`src/sdid_pkg.sv`:
```
// constants and carrier types shared by the serial converter input decoder
package sdid_pkg;
    localparam int unsigned WORD_BITS      = 24;
    localparam int unsigned CODE_BITS      = 16;
    localparam int unsigned SEG_MSBS       = 4;
    localparam int unsigned SEG_COUNT      = 15;
    localparam int unsigned LADDER_BITS    = 12;
    localparam int unsigned MODE_LSB       = 16;
    localparam int unsigned CODE_LSB       = 0;
    localparam int unsigned CLK_PERIOD_NS  = 8;
    localparam int unsigned SYNC_HIGH_NS   = 12;
    localparam int unsigned SYNC_HIGH_CYC  =
        (SYNC_HIGH_NS + CLK_PERIOD_NS - 1) / CLK_PERIOD_NS;
    localparam logic [15:0] CODE_ZERO      = 16'h0000;
    localparam logic [15:0] CODE_MID       = 16'h8000;
    localparam logic [23:0] WORD_SW_RESET  = 24'hFFFFFF;
    localparam logic [4:0]  LAST_BIT_IDX   = 5'h17;
    localparam logic [4:0]  BIT_CNT_ZERO   = 5'h00;

    typedef enum logic [1:0] {
        SDID_MODE_NORMAL = 2'h0,
        SDID_MODE_PD_HIZ = 2'h1,
        SDID_MODE_PD_100K = 2'h2,
        SDID_MODE_PD_1K  = 2'h3
    } sdid_mode_t;

    // pin group seen from the host side
    typedef struct packed {
        logic frame_sel_n;
        logic sclk;
        logic sdata;
    } sdid_pins_t;

    // converter switch drive
    typedef struct packed {
        logic [14:0] segment_switch_controls;
        logic [11:0] ladder_switch_controls;
        logic        power_mode_bit_high;
        logic        power_mode_bit_low;
    } sdid_drive_t;
endpackage

```
`src/sdid_core.sv`:
```
// serial input decoder: frame capture, word apply, mode and switch drive
//
// Behaviour
// - A 24-bit shift register takes the data line on each of the first 24 falling serial clock edges of a frame.
// - Frame select is active low and enables shifting while it is held low.
// - After the 24th falling edge of a frame the word is applied to code and mode.
// - Frame select rising before the 24th edge discards the partial word unchanged.
// - Reset loads zero-scale or midscale code, chosen by a strap input.
// - The four top code bits decode into 15 thermometer segment switch controls.
// - The 12 low code bits drive the 12 ladder switch controls directly.
// - The code is straight binary, zero lowest and all ones full scale.
// - Word bits 17 and 16 select normal or one of three power-down modes.
// - A power-down word still loads its own 16 code bits as the stored code.
// - An all-ones word starts a software reset that an abort cannot cancel.
`timescale 1ns/10ps
module sdid_core
    import sdid_pkg::*;
#(
    parameter int unsigned SYNC_STAGES = 3
) (
    input  wire logic                   clk,
    input  wire logic                   reset_n,
    input  wire sdid_pkg::sdid_pins_t   pins,
    input  wire logic                   midscale_strap,
    output sdid_pkg::sdid_drive_t       drive,
    output logic [15:0]                 code,
    output logic                        word_applied,
    output logic                        frame_aborted
);
    import sdid_pkg::*;

    initial begin
        if (SYNC_STAGES != 3) begin
            $error("sdid_core: SYNC_STAGES must be 3");
        end
    end

    typedef enum logic [2:0] {
        ST_IDLE  = 3'h1,
        ST_SHIFT = 3'h2,
        ST_DONE  = 3'h4
    } sdid_state_t;

    // three-stage synchronisers; stage 0 is read only by stage 1
    logic [2:0] sel_sync_ff;
    logic [2:0] clk_sync_ff;
    logic [2:0] dat_sync_ff;
    logic       sel_q_ff;
    logic       clk_q_ff;

    always_ff @(posedge clk or negedge reset_n) begin
        if (!reset_n) begin
            sel_sync_ff <= 3'h7;
            // serial clock idles high, so reset matches its idle level
            clk_sync_ff <= 3'h7;
            dat_sync_ff <= 3'h0;
        end else begin
            sel_sync_ff <= {sel_sync_ff[1:0], pins.frame_sel_n};
            clk_sync_ff <= {clk_sync_ff[1:0], pins.sclk};
            dat_sync_ff <= {dat_sync_ff[1:0], pins.sdata};
        end
    end

    // a change counts once stages 1 and 2 agree
    always_ff @(posedge clk or negedge reset_n) begin
        if (!reset_n) begin
            sel_q_ff <= 1'h1;
            clk_q_ff <= 1'h1;
        end else begin
            if (sel_sync_ff[1] == sel_sync_ff[2]) begin
                sel_q_ff <= sel_sync_ff[2];
            end
            if (clk_sync_ff[1] == clk_sync_ff[2]) begin
                clk_q_ff <= clk_sync_ff[2];
            end
        end
    end

    logic sel_low;
    logic sel_rise;
    logic sel_fall;
    logic sclk_fall;
    assign sel_low   = !sel_q_ff;
    assign sel_rise  = !sel_q_ff && (sel_sync_ff[1] == sel_sync_ff[2]) && sel_sync_ff[2];
    assign sel_fall  = sel_q_ff && (sel_sync_ff[1] == sel_sync_ff[2]) && !sel_sync_ff[2];
    assign sclk_fall = clk_q_ff && (clk_sync_ff[1] == clk_sync_ff[2]) && !clk_sync_ff[2];

    sdid_state_t state_ff;
    sdid_state_t nxt_state;
    logic [23:0] shift_ff;
    logic [23:0] nxt_shift;
    logic [4:0]  count_ff;
    logic        apply;
    logic        bit_take;

    // sample data with the edge that qualifies the clock fall
    assign bit_take = sclk_fall && sel_low && (state_ff == ST_SHIFT);
    assign nxt_shift = {shift_ff[22:0], dat_sync_ff[2]};
    assign apply    = bit_take && (count_ff == LAST_BIT_IDX);

    always_comb begin
        nxt_state = state_ff;
        case (state_ff)
            ST_IDLE:  if (sel_fall) nxt_state = ST_SHIFT;
            ST_SHIFT: begin
                if (apply) begin
                    nxt_state = ST_DONE;
                end else if (sel_rise) begin
                    nxt_state = ST_IDLE;
                end
            end
            // further clocks after the word are ignored until select rises
            ST_DONE:  if (sel_rise) nxt_state = ST_IDLE;
            default:  nxt_state = ST_IDLE;
        endcase
    end

    always_ff @(posedge clk or negedge reset_n) begin
        if (!reset_n) begin
            state_ff <= ST_IDLE;
        end else begin
            state_ff <= nxt_state;
        end
    end

    always_ff @(posedge clk or negedge reset_n) begin
        if (!reset_n) begin
            shift_ff <= 24'h000000;
            count_ff <= BIT_CNT_ZERO;
        end else if (state_ff != ST_SHIFT || sel_rise) begin
            shift_ff <= 24'h000000;
            count_ff <= BIT_CNT_ZERO;
        end else if (bit_take) begin
            shift_ff <= nxt_shift;
            count_ff <= count_ff + 5'h01;
        end
    end

    // power-on default is caught by a clocked step after reset release
    logic        init_done_ff;
    logic [15:0] code_ff;
    sdid_mode_t  mode_ff;
    logic        sw_reset;
    assign sw_reset = apply && (nxt_shift == WORD_SW_RESET);

    always_ff @(posedge clk or negedge reset_n) begin
        if (!reset_n) begin
            init_done_ff <= 1'h0;
        end else begin
            init_done_ff <= 1'h1;
        end
    end

    always_ff @(posedge clk or negedge reset_n) begin
        if (!reset_n) begin
            code_ff <= CODE_ZERO;
            mode_ff <= SDID_MODE_NORMAL;
        end else if (!init_done_ff || sw_reset) begin
            // software reset is committed in one cycle, so no abort can reach it
            code_ff <= midscale_strap ? CODE_MID : CODE_ZERO;
            mode_ff <= SDID_MODE_NORMAL;
        end else if (apply) begin
            // mode bits never touch the code, but a power-down word still loads its own code bits
            code_ff <= nxt_shift[CODE_LSB +: CODE_BITS];
            mode_ff <= sdid_mode_t'(nxt_shift[MODE_LSB +: 2]);
        end
    end

    logic [14:0] seg_on;
    sdid_seg_decode #(
        .IN_BITS (SEG_MSBS)
    ) u_seg (
        .msbs   (code_ff[CODE_BITS-1 -: SEG_MSBS]),
        .seg_on (seg_on)
    );

    sdid_drive_t drive_ff;
    always_ff @(posedge clk or negedge reset_n) begin
        if (!reset_n) begin
            drive_ff <= '0;
        end else begin
            drive_ff.segment_switch_controls <= seg_on;
            drive_ff.ladder_switch_controls  <= code_ff[LADDER_BITS-1:0];
            drive_ff.power_mode_bit_high     <= mode_ff[1];
            drive_ff.power_mode_bit_low      <= mode_ff[0];
        end
    end

    logic applied_ff;
    logic aborted_ff;
    always_ff @(posedge clk or negedge reset_n) begin
        if (!reset_n) begin
            applied_ff <= 1'h0;
            aborted_ff <= 1'h0;
        end else begin
            applied_ff <= apply;
            aborted_ff <= (state_ff == ST_SHIFT) && sel_rise && !apply;
        end
    end

    assign drive         = drive_ff;
    assign code          = code_ff;
    assign word_applied  = applied_ff;
    assign frame_aborted = aborted_ff;
endmodule

```
`src/sdid_seg_decode.sv`:
```
// thermometer decoder for the top code bits onto the segment switches
`timescale 1ns/10ps
module sdid_seg_decode #(
    parameter int unsigned IN_BITS = 4
) (
    input  wire logic [IN_BITS-1:0]         msbs,
    output logic      [(1<<IN_BITS)-2:0]    seg_on
);
    initial begin
        if (IN_BITS < 1 || IN_BITS > 8) begin
            $error("sdid_seg_decode: IN_BITS out of range");
        end
    end

    // switch k goes to the reference when the code exceeds k
    always_comb begin
        for (int k = 0; k < (1 << IN_BITS) - 1; k++) begin
            seg_on[k] = (32'(msbs) > k);
        end
    end
endmodule

```
`config.mk`:
```
export PLATFORM = sky130hd
export DESIGN_NAME = sdid_core
export DESIGN_NICKNAME = d
export VERILOG_FILES = /design/src/sdid_pkg.sv /design/src/sdid_core.sv /design/src/sdid_seg_decode.sv
export SDC_FILE = /design/constraint.sdc
export NUM_CORES = 1
export LEC_CHECK = 0
export ABC_AREA = 1
export BUFFER_PORTS_ARGS = -buffer_cell sky130_fd_sc_hd__buf_2
export CAP_MARGIN = 25
export CORE_ASPECT_RATIO = 0.6
export CORE_MARGIN = 8
export CORE_UTILIZATION = 40
export CTS_CLUSTER_SIZE = 16
export DETAILED_ROUTE_END_ITERATION = 6
export HOLD_SLACK_MARGIN = 0.06
export PLACE_DENSITY = 0.61
export SYNTH_ARGS = -nofsm -noshare
export SYNTH_HDL_FRONTEND = slang
export SYNTH_SLANG_ARGS = --single-unit
```
`constraint.sdc`:
```
create_clock -name clk -period 3.8 [get_ports clk]
set_input_delay 0.57 -clock clk [delete_from_list [all_inputs] [get_ports clk]]
set_output_delay 0.57 -clock clk [all_outputs]
set_load 0.01 [all_outputs]
```
; Word-level counts from Yosys, hierarchy flattened
; Cells that the tools add are included.
[totals]
elab_cells = 76
regBits = 92
inputBits = 6
output_inout_bits = 47
[op_classes]
n_lt_le_gt_ge = 15
muxes = 13
add_sub_neg = 1
reduce_logical = 21
eq_ne = 9
[ops]
columns = operator, n
row1 = $mux W16, 3
row2 = $mux W23, 2
row3 = $gt A4 B4 Y1 const B, 7
row4 = $eq A24 B24 Y1 const B, 1
row5 = $gt A4 B3 Y1 const B, 4
row6 = $logic_and A1 B1 Y1, 12
row7 = $mux W5, 2
row8 = $mux W3, 3
row9 = $pmux W3 S3, 1
row10 = $gt A4 B1 Y1 const B, 2
row11 = $gt A4 B2 Y1 const B, 2
row12 = $add A5 B1 Y5 const B, 1
row13 = $eq A5 B5 Y1 const B, 1
row14 = $logic_not A1 Y1, 5
row15 = $mux W2, 2
row16 = $reduce_bool A2 Y1, 2
row17 = $eq A3 B1 Y1 const B, 1
row18 = $eq A3 B2 Y1 const B, 1
row19 = $eq A3 B3 Y1 const B, 1
row20 = $ne A3 B2 Y1 const B, 1
row21 = $eq A1 B1 Y1, 2
row22 = $logic_or A1 B1 Y1, 2
row23 = $ne A2 B2 Y1 const B, 1

; Logic depth before layout (Yosys ltp)
; Gate-level depths: netlist of the first run.
[logic_depth]
depth_word = 9
depth_mapped = 10
depth_no_buf = 9

; Hierarchy
; A second synthesis of the first run with hierarchy kept.
[unflattened]
hier_cells = 342
area_unflattened_um2 = 3552.2
[by_module_without_submodules]
columns = module, n_inst, cells_each, area_per_inst_um2
row1 = sdid_core, 1, 316, 3437.0
row2 = sdid_seg_decode, 1, 26, 115.1

; Worst setup path after synthesis of the first run
; No wires, ideal clock.
[synth_path]
kind = register to register
start = reg clk_q_ff
end = reg code_ff[14], in the netlist code[14]
slack_ns = 2.275
arrival_time_ns = 1.407
stages_incl_launch_ff = 9
required_ns = 3.683
path_cell_list = dfstp_2 -> nand3_1 -> nor2_1 -> nand4_2 -> nand2_4 -> inv_4 -> buf_6 -> nand2_1 -> nand2_1
[synth_via]
elab_chain_cells = 8
word_cells_on_any_way = 9
cone_classes = 1 x mux / 8 x reduce/logical
[synth_rtl]
columns = element, line_no
row1 = from (decl), sdid_core.sv:49  ; logic clk_q_ff;
row2 = from (signal assigned), sdid_core.sv:74  ; clk_q_ff <= clk_sync_ff[2];
row3 = $logic_and A1 B1 Y1 (*) (2 in a row), sdid_core.sv:86  ; assign sclk_fall = clk_q_ff && (clk_sync_ff[1] == clk_sync_ff[2]) && !clk_sync_ff[2];
row4 = $logic_and A1 B1 Y1 (*) (2 in a row), sdid_core.sv:97  ; assign bit_take = sclk_fall && sel_low && (state_ff == ST_SHIFT);
row5 = $logic_and A1 B1 Y1 (*), sdid_core.sv:99  ; assign apply = bit_take && (count_ff == LAST_BIT_IDX);
row6 = $logic_and A1 B1 Y1, sdid_core.sv:144  ; assign sw_reset = apply && (nxt_shift == WORD_SW_RESET);
row7 = $logic_or A1 B1 Y1, sdid_core.sv:158  ; end else if (!init_done_ff || sw_reset) begin
row8 = $mux W16 / $reduce_bool A2 Y1 (equally long branches), -
row9 = to (signal assigned), sdid_core.sv:160  ; code_ff <= midscale_strap ? CODE_MID : CODE_ZERO;
row10 = to (signal assigned), sdid_core.sv:164  ; code_ff <= nxt_shift[CODE_LSB +: CODE_BITS];
row11 = to (decl), sdid_core.sv:141  ; logic [15:0] code_ff;
; Every way passes the cells marked *; elsewhere a longest branch is shown, timed or not.
; A chain may end at the register's enable or synchronous reset.

; Final worst setup path of the first run
[layout_path]
start = reg sel_sync_ff[1]
end = reg shift_ff[8]
[layout_via]
elab_chain_cells = 5
word_cells_on_any_way = 6
cone_classes = 1 x eq/ne / 1 x mux / 4 x reduce/logical
[layout_rtl]
columns = element, line_no
row1 = from (decl), sdid_core.sv:45  ; logic [2:0] sel_sync_ff;
row2 = from (signal assigned), sdid_core.sv:58  ; sel_sync_ff <= {sel_sync_ff[1:0], pins.frame_sel_n};
row3 = $eq A1 B1 Y1 (*), sdid_core.sv:84  ; assign sel_rise = !sel_q_ff && (sel_sync_ff[1] == sel_sync_ff[2]) && sel_sync_ff[2];
row4 = $logic_and A1 B1 Y1 (*) (2 in a row), sdid_core.sv:84
row5 = $logic_or A1 B1 Y1 (*), sdid_core.sv:130  ; end else if (state_ff != ST_SHIFT || sel_rise) begin
row6 = $mux W23 / $reduce_bool A2 Y1 (equally long branches), -
row7 = to (signal assigned), sdid_core.sv:134  ; shift_ff <= nxt_shift;
row8 = to (decl), sdid_core.sv:90  ; logic [23:0] shift_ff;
; Marked as above.

==> reports/qor.txt, run 1 <==
Seq pwr share: 48.7%
relative slew slack: 57.1%
static leakage power: 2.10 nW
# clock sinks: 92
n_diodes: 0
CTS tree: done
clk root buf: clkbuf_16
area leader, netlist: dfrtp_1
Fin Clk Skew: 4.84 ps
Final Cycle Share: 53.2%
H-tree Lvls: 3
Ys Warns: 0
VDD IR-drop max: 0.258 mV
MaxCap Viol Count: 0
Hold Vio Cnt, Final: 0
Starting Density: 41.1%
sum of negative setup slack: 0 ps
status: complete, no violations
initial antenna violation count: 0
sequential cell area fraction in the yosys report: 66.3%
# rows: 26
routability cong.: 0.753
Post-Syn Nets: 332
Pre-antenna DRT Iters: 4
Die Ht: 88.4 um
clk slew on worst S/H paths: 60 ps
number of synthesized flops with an enable pin: 0
CP max FO: 26
die width: 137 um
switching share of power: 20.1%
DRC Markers: 0
post-layout minimum cycle time: 2020 ps
initial drt markers: 117
clock tree buffer depth: 2
largest net degree at the start of global routing: 53
total placed instance area: 3830 um^2
pwr/cell area: 500 nW/um^2
top-area cell type share of the netlist area: 59.5%
vias in the first global route: 2416
Min-Delay Path Class: in -> async
Core Region: 8490 um^2
area grow syn2layout: 19.5%
share of cells above drive strength 1: 25.5%
fmax: 494 MHz
Area contributors post-synth: dfrtp_1, nand3_1, nand2_1
Synth Instances: 325
Avg WL per Cell: 13.6 um
combinational power share: 3.4%
Setup crit end kind: flop
GRT Total Usage: 12.0%
vias after detailed routing: 2360
Main synth FF type: dfrtp_1
unrepaired setup endpoints after global routing: no
P_int: 1.67 mW
critical path launch point type: flop
# Post-CTS Setup Buffers: 0
first-pass GRT wire length: 11.5 mm
fill cell total of the finished layout: 765
post_cts resized: 0
crit path kind: reg -> reg
Arr. time, crit path: 2280 ps
area of the mapped netlist: 3490 um^2
Routed Antenna Nets: 0
number of I/O port buffers: 52
nets@finish: 386
post-detail-place hpwl: 4.79 mm
total gr overflow: 0
syn avg cell area: 10.7 um^2
I/O pin count: 53
count of cell types in the netlist: 30
WP data required: 4060 ps
hold buffers post-CTS: 0
Worst Tran Pin Value: 644 ps
insertion delay to the later sink of the worst-skew pair: 340 ps
clock buffer count from CTS: 9
Synth Register Bits: 92
Final Max Tran Viols: 0
Final setup viols: 0
Final Instance Area: 4170 um^2
overall routed net length: 6.74 mm
clock share of power: 47.8%
Net Switching: 0.420 mW
Post-synth ARST share: 100%
die area: 12100 um^2
via/cell ratio: 4.76
[state kept, by name (all words and copies together), names as in the netlist, 2 cells and up]
name,count
sel_sync_ff,3
state_ff,3
mode_ff,2
count_ff,5
drive,29
shift_ff,23
code,16
clk_sync_ff,3
dat_sync_ff,3
[placed cells by master, fill, tap and decap left out, types with 4 or more instances in the layout]
| cell type | instances |
|---|---|
| a21oi_1 | 8 |
| o31ai_1 | 11 |
| buf_4 | 4 |
| clkbuf_16 | 9 |
| o21ai_2 | 11 |
| nand3_1 | 50 |
| nor3_1 | 4 |
| inv_1 | 30 |
| dfstp_2 | 9 |
| o21ai_0 | 7 |
| nand2_1 | 64 |
| buf_2 | 51 |
| dfrtp_1 | 83 |
| nor2_1 | 17 |
[final timing paths]
check	from	endpoint	slack (ps)	cells after the start
setup / recovery	sel_sync_ff[1]	shift_ff[8]	1780	7
hold / removal	reset_n	frame_aborted	250	1
setup reg to reg	sel_sync_ff[1]	shift_ff[8]	1780	7
hold reg to reg	dat_sync_ff[0]	dat_sync_ff[1]	350	0
max in group asynchronous	reset_n	shift_ff[5]	2800	2
min in group clk	pins[1]	clk_sync_ff[0]	330	1
[cells in the mapped netlist, types with 3 or more instances]
| cell type | count |
|---|---|
| dfstp_2 | 9 |
| o21ai_0 | 7 |
| a21oi_1 | 8 |
| dfrtp_1 | 83 |
| clkbuf_1 | 3 |
| o31ai_1 | 11 |
| nand2_1 | 64 |
| buf_6 | 4 |
| buf_2 | 3 |
| inv_1 | 30 |
| nand3_1 | 50 |
| nor2_1 | 17 |
| o21ai_2 | 11 |
| o21ai_1 | 3 |
| nor3_1 | 4 |
[power groups by stage]
| stage | Clock, mW | Sequential (mW) | Combinational, mW |
|---|---|---|---|
| 6_report | 0.998 | 1.02 | 0.0717 |
| 2_1_floorplan | 0 | 1.04 | 0.0293 |
| 5_1_grt | 1.06 | 1.02 | 0.0843 |
| 3_5_place_dp | 0 | 1.03 | 0.0747 |
| 3_3_place_gp | 0 | 1.03 | 0.0727 |
| 4_1_cts | 1.02 | 1.02 | 0.0750 |
[metrics by stage]
step / util, % / hold WS, ps / setup WS, ps / instances / power (mW)
after floorplan: - / 274 / 2280 / 325 / 1.07
after global placement: 45.1 / 333 / 1870 / 480 / 1.11
after detailed placement: 45.1 / 336 / 1780 / 480 / 1.11
after CTS: 49.1 / 282 / 1760 / 496 / 2.11
after global routing: 49.1 / 314 / 1580 / 496 / 2.17
final: 49.1 / 255 / 1780 / 496 / 2.09
[cell families (layout without fill, tap and decap cells)]
family	after synthesis	count (layout)	synth area share, %
other cells	1	1	0.107
xor+xnor	1	1	0.251
flops	92	92	66.3
buf+inv	45	104	6.13
fa+ha+maj	1	1	0.358
simple gates	145	145	19.1
compound gates	40	40	7.71
[critical path, cell delays in order, from the launching register on]
cell and delay (ps):
dfstp_2 540, nand2_1 100, o21ai_2 120, buf_4 240, clkinv_2 340, nand2_4 380
nand3_1 140, o21ai_2 80
[routing by layer]
layer	share of wire [%]	routed length, um	track usage [%]	vias to the layer above
li1	-	-	-	1177
met1	51	3420	16.3	1119
met2	40	2710	17.2	57
met3	7.9	529	4.54	7
met4	1.2	78	3.87	0
met5	0	0	0	-
[final cells by class]
type / count / area, um^2 / area share, %
Clock buffer: 10 / 229 / 5.49
Clock inverter: 6 / 113 / 2.70
Inverter: 33 / 128 / 3.06
Multi-Input combinational cell: 188 / 962 / 23.1
Sequential cell: 92 / 2310 / 55.5
Tap cell: 112 / 140 / 3.36
Timing Repair Buffer: 55 / 285 / 6.84
Power figures use the tool's default switching activity.
==> run 2: changes to the inputs <==
clock period = 2.11 ns   (was 3.8 ns; I/O delays follow)
==> reports/qor.txt, run 2 (synthesis results as in run 1) <==
Min-Delay Path Class: in -> reg
fmax: 570 MHz
# Post-CTS Setup Buffers: 0
overall routed net length: 6.99 mm
insertion delay to the later sink of the worst-skew pair: 350 ps
I/O pin count: 53
n_diodes: 0
static leakage power: 2.12 nW
initial drt markers: 156
share of cells above drive strength 1: 26.1%
# clock sinks: 92
Arr. time, crit path: 1980 ps
via/cell ratio: 4.66
Multi-input gate area: 962 um^2
Final Cycle Share: 83.2%
first-pass GRT wire length: 11.6 mm
die area: 12100 um^2
Final Max Tran Viols: 0
Hold Vio Cnt, Final: 0
pwr/cell area: 825 nW/um^2
Routed Antenna Nets: 0
Pre-antenna DRT Iters: 4
total placed instance area: 3870 um^2
fill cell total of the finished layout: 771
MaxCap Viol Count: 0
largest net degree at the start of global routing: 48
vias after detailed routing: 2343
max reg flops: 29
initial antenna violation count: 0
clock tree buffer depth: 2
worst hold margin: 78.7 ps
commonest non-fill, non-tap cells in the layout: dfrtp_1, nand2_1, buf_2
post-layout minimum cycle time: 1750 ps
vias in the first global route: 2252
Die Ht: 88.4 um
CP max FO: 19
WP data required: 2340 ps
FF+latch area: 2310 um^2
Avg WL per Cell: 13.9 um
DRC Markers: 0
nets@finish: 393
CTS tree: done
Core Region: 8490 um^2
Final Instance Area: 4180 um^2
critical path launch point type: flop
VDD IR-drop max: 0.446 mV
die width: 137 um
most common cell after layout, fill and taps aside: dfrtp_1
clk root buf: clkbuf_16
routability cong.: 0.801
unrepaired setup endpoints after global routing: no
GRT Total Usage: 12.6%
sum of negative setup slack: 0 ps
clk slew on worst S/H paths: 60 ps
area grow syn2layout: 19.8%
number of I/O port buffers: 52
status: complete, no violations
Setup crit end kind: flop
Fin Clk Skew: 8.87 ps
H-tree Lvls: 3
Final setup viols: 0
Starting Density: 41.1%
crit path kind: reg -> reg
post-detail-place hpwl: 4.83 mm
clock buffer count from CTS: 9
# rows: 26
total gr overflow: 0
## run 2: changes by cell type in the layout (fill, tap and decap cells not counted)
cell	previous run	this run
buf_12	0	1
buf_4	4	7
bufinv_16	3	0
clkinv_2	1	2
clkinv_4	0	4
clkinvlp_4	3	0
dlygate4sd3_1	0	3
inv_6	0	1
## run 2: routing by layer
layer | vias up | wire length (um) | GRT usage, %
met5 | - | 0 | 0
met4 | 0 | 59 | 3.57
met3 | 8 | 633 | 6.07
met2 | 63 | 2690 | 16.8
met1 | 1077 | 3600 | 17.5
li1 | 1195 | - | -
## run 2: repair_timing
item,4_1_cts,5_1_grt
setup endpoints to repair,0,0
hold buffers,1,2
resized for setup,0,0
endpoints found under the hold margin,19,2
## run 2: power breakdown
group / switching [mW] / total (mW) / internal, mW
Combinational: 0.0960 / 0.136 / 0.0405
Clock: 0.676 / 1.48 / 0.808
Sequential: 0.0203 / 1.83 / 1.81
Total: 0.792 / 3.45 / 2.66
## run 2: per-stage QoR
step	setup slack, ps	util, %	std cells	power (mW)
4_1_cts	365	49.0	501	3.49
5_1_grt	133	49.2	503	3.59
3_5_place_dp	409	45.6	484	2.00
6_report	355	49.2	503	3.45
2_1_floorplan	585	-	325	1.92
3_3_place_gp	416	45.6	484	2.00
## run 2: path summary, 6_finish.rpt
| kind | from | to | slack (ps) | depth (start not counted) |
|---|---|---|---|---|
| min reg2reg | dat_sync_ff[1] | dat_sync_ff[2] | 350 | 0 |
| max reg2reg | count_ff[1] | code[0] | 360 | 8 |
| max | count_ff[1] | code[0] | 360 | 8 |
| min in group asynchronous | reset_n | mode_ff[1] | 430 | 2 |
| max in group asynchronous | reset_n | clk_q_ff | 1050 | 3 |
| min | pins[0] | dat_sync_ff[0] | 80 | 1 |
## run 2: critical path: stages, from the launching register on
cell and delay [ps]:
dfrtp_1 370, ha_1 170, inv_1 70, nor3_1 270
nand4_2 230, nand2_4 260, inv_4 130, nand2_1 80
nand2_1 50
## run 2: area by class of cell
type                            count  share of cell area (%)
Clock buffer                       10                    5.48
Timing Repair Buffer               62                    8.56
Tap cell                          112                    3.35
Sequential cell                    92                    55.4
Clock inverter                      6                    1.17
Inverter                           33                    3.05
Multi-Input combinational cell    188                    23.0
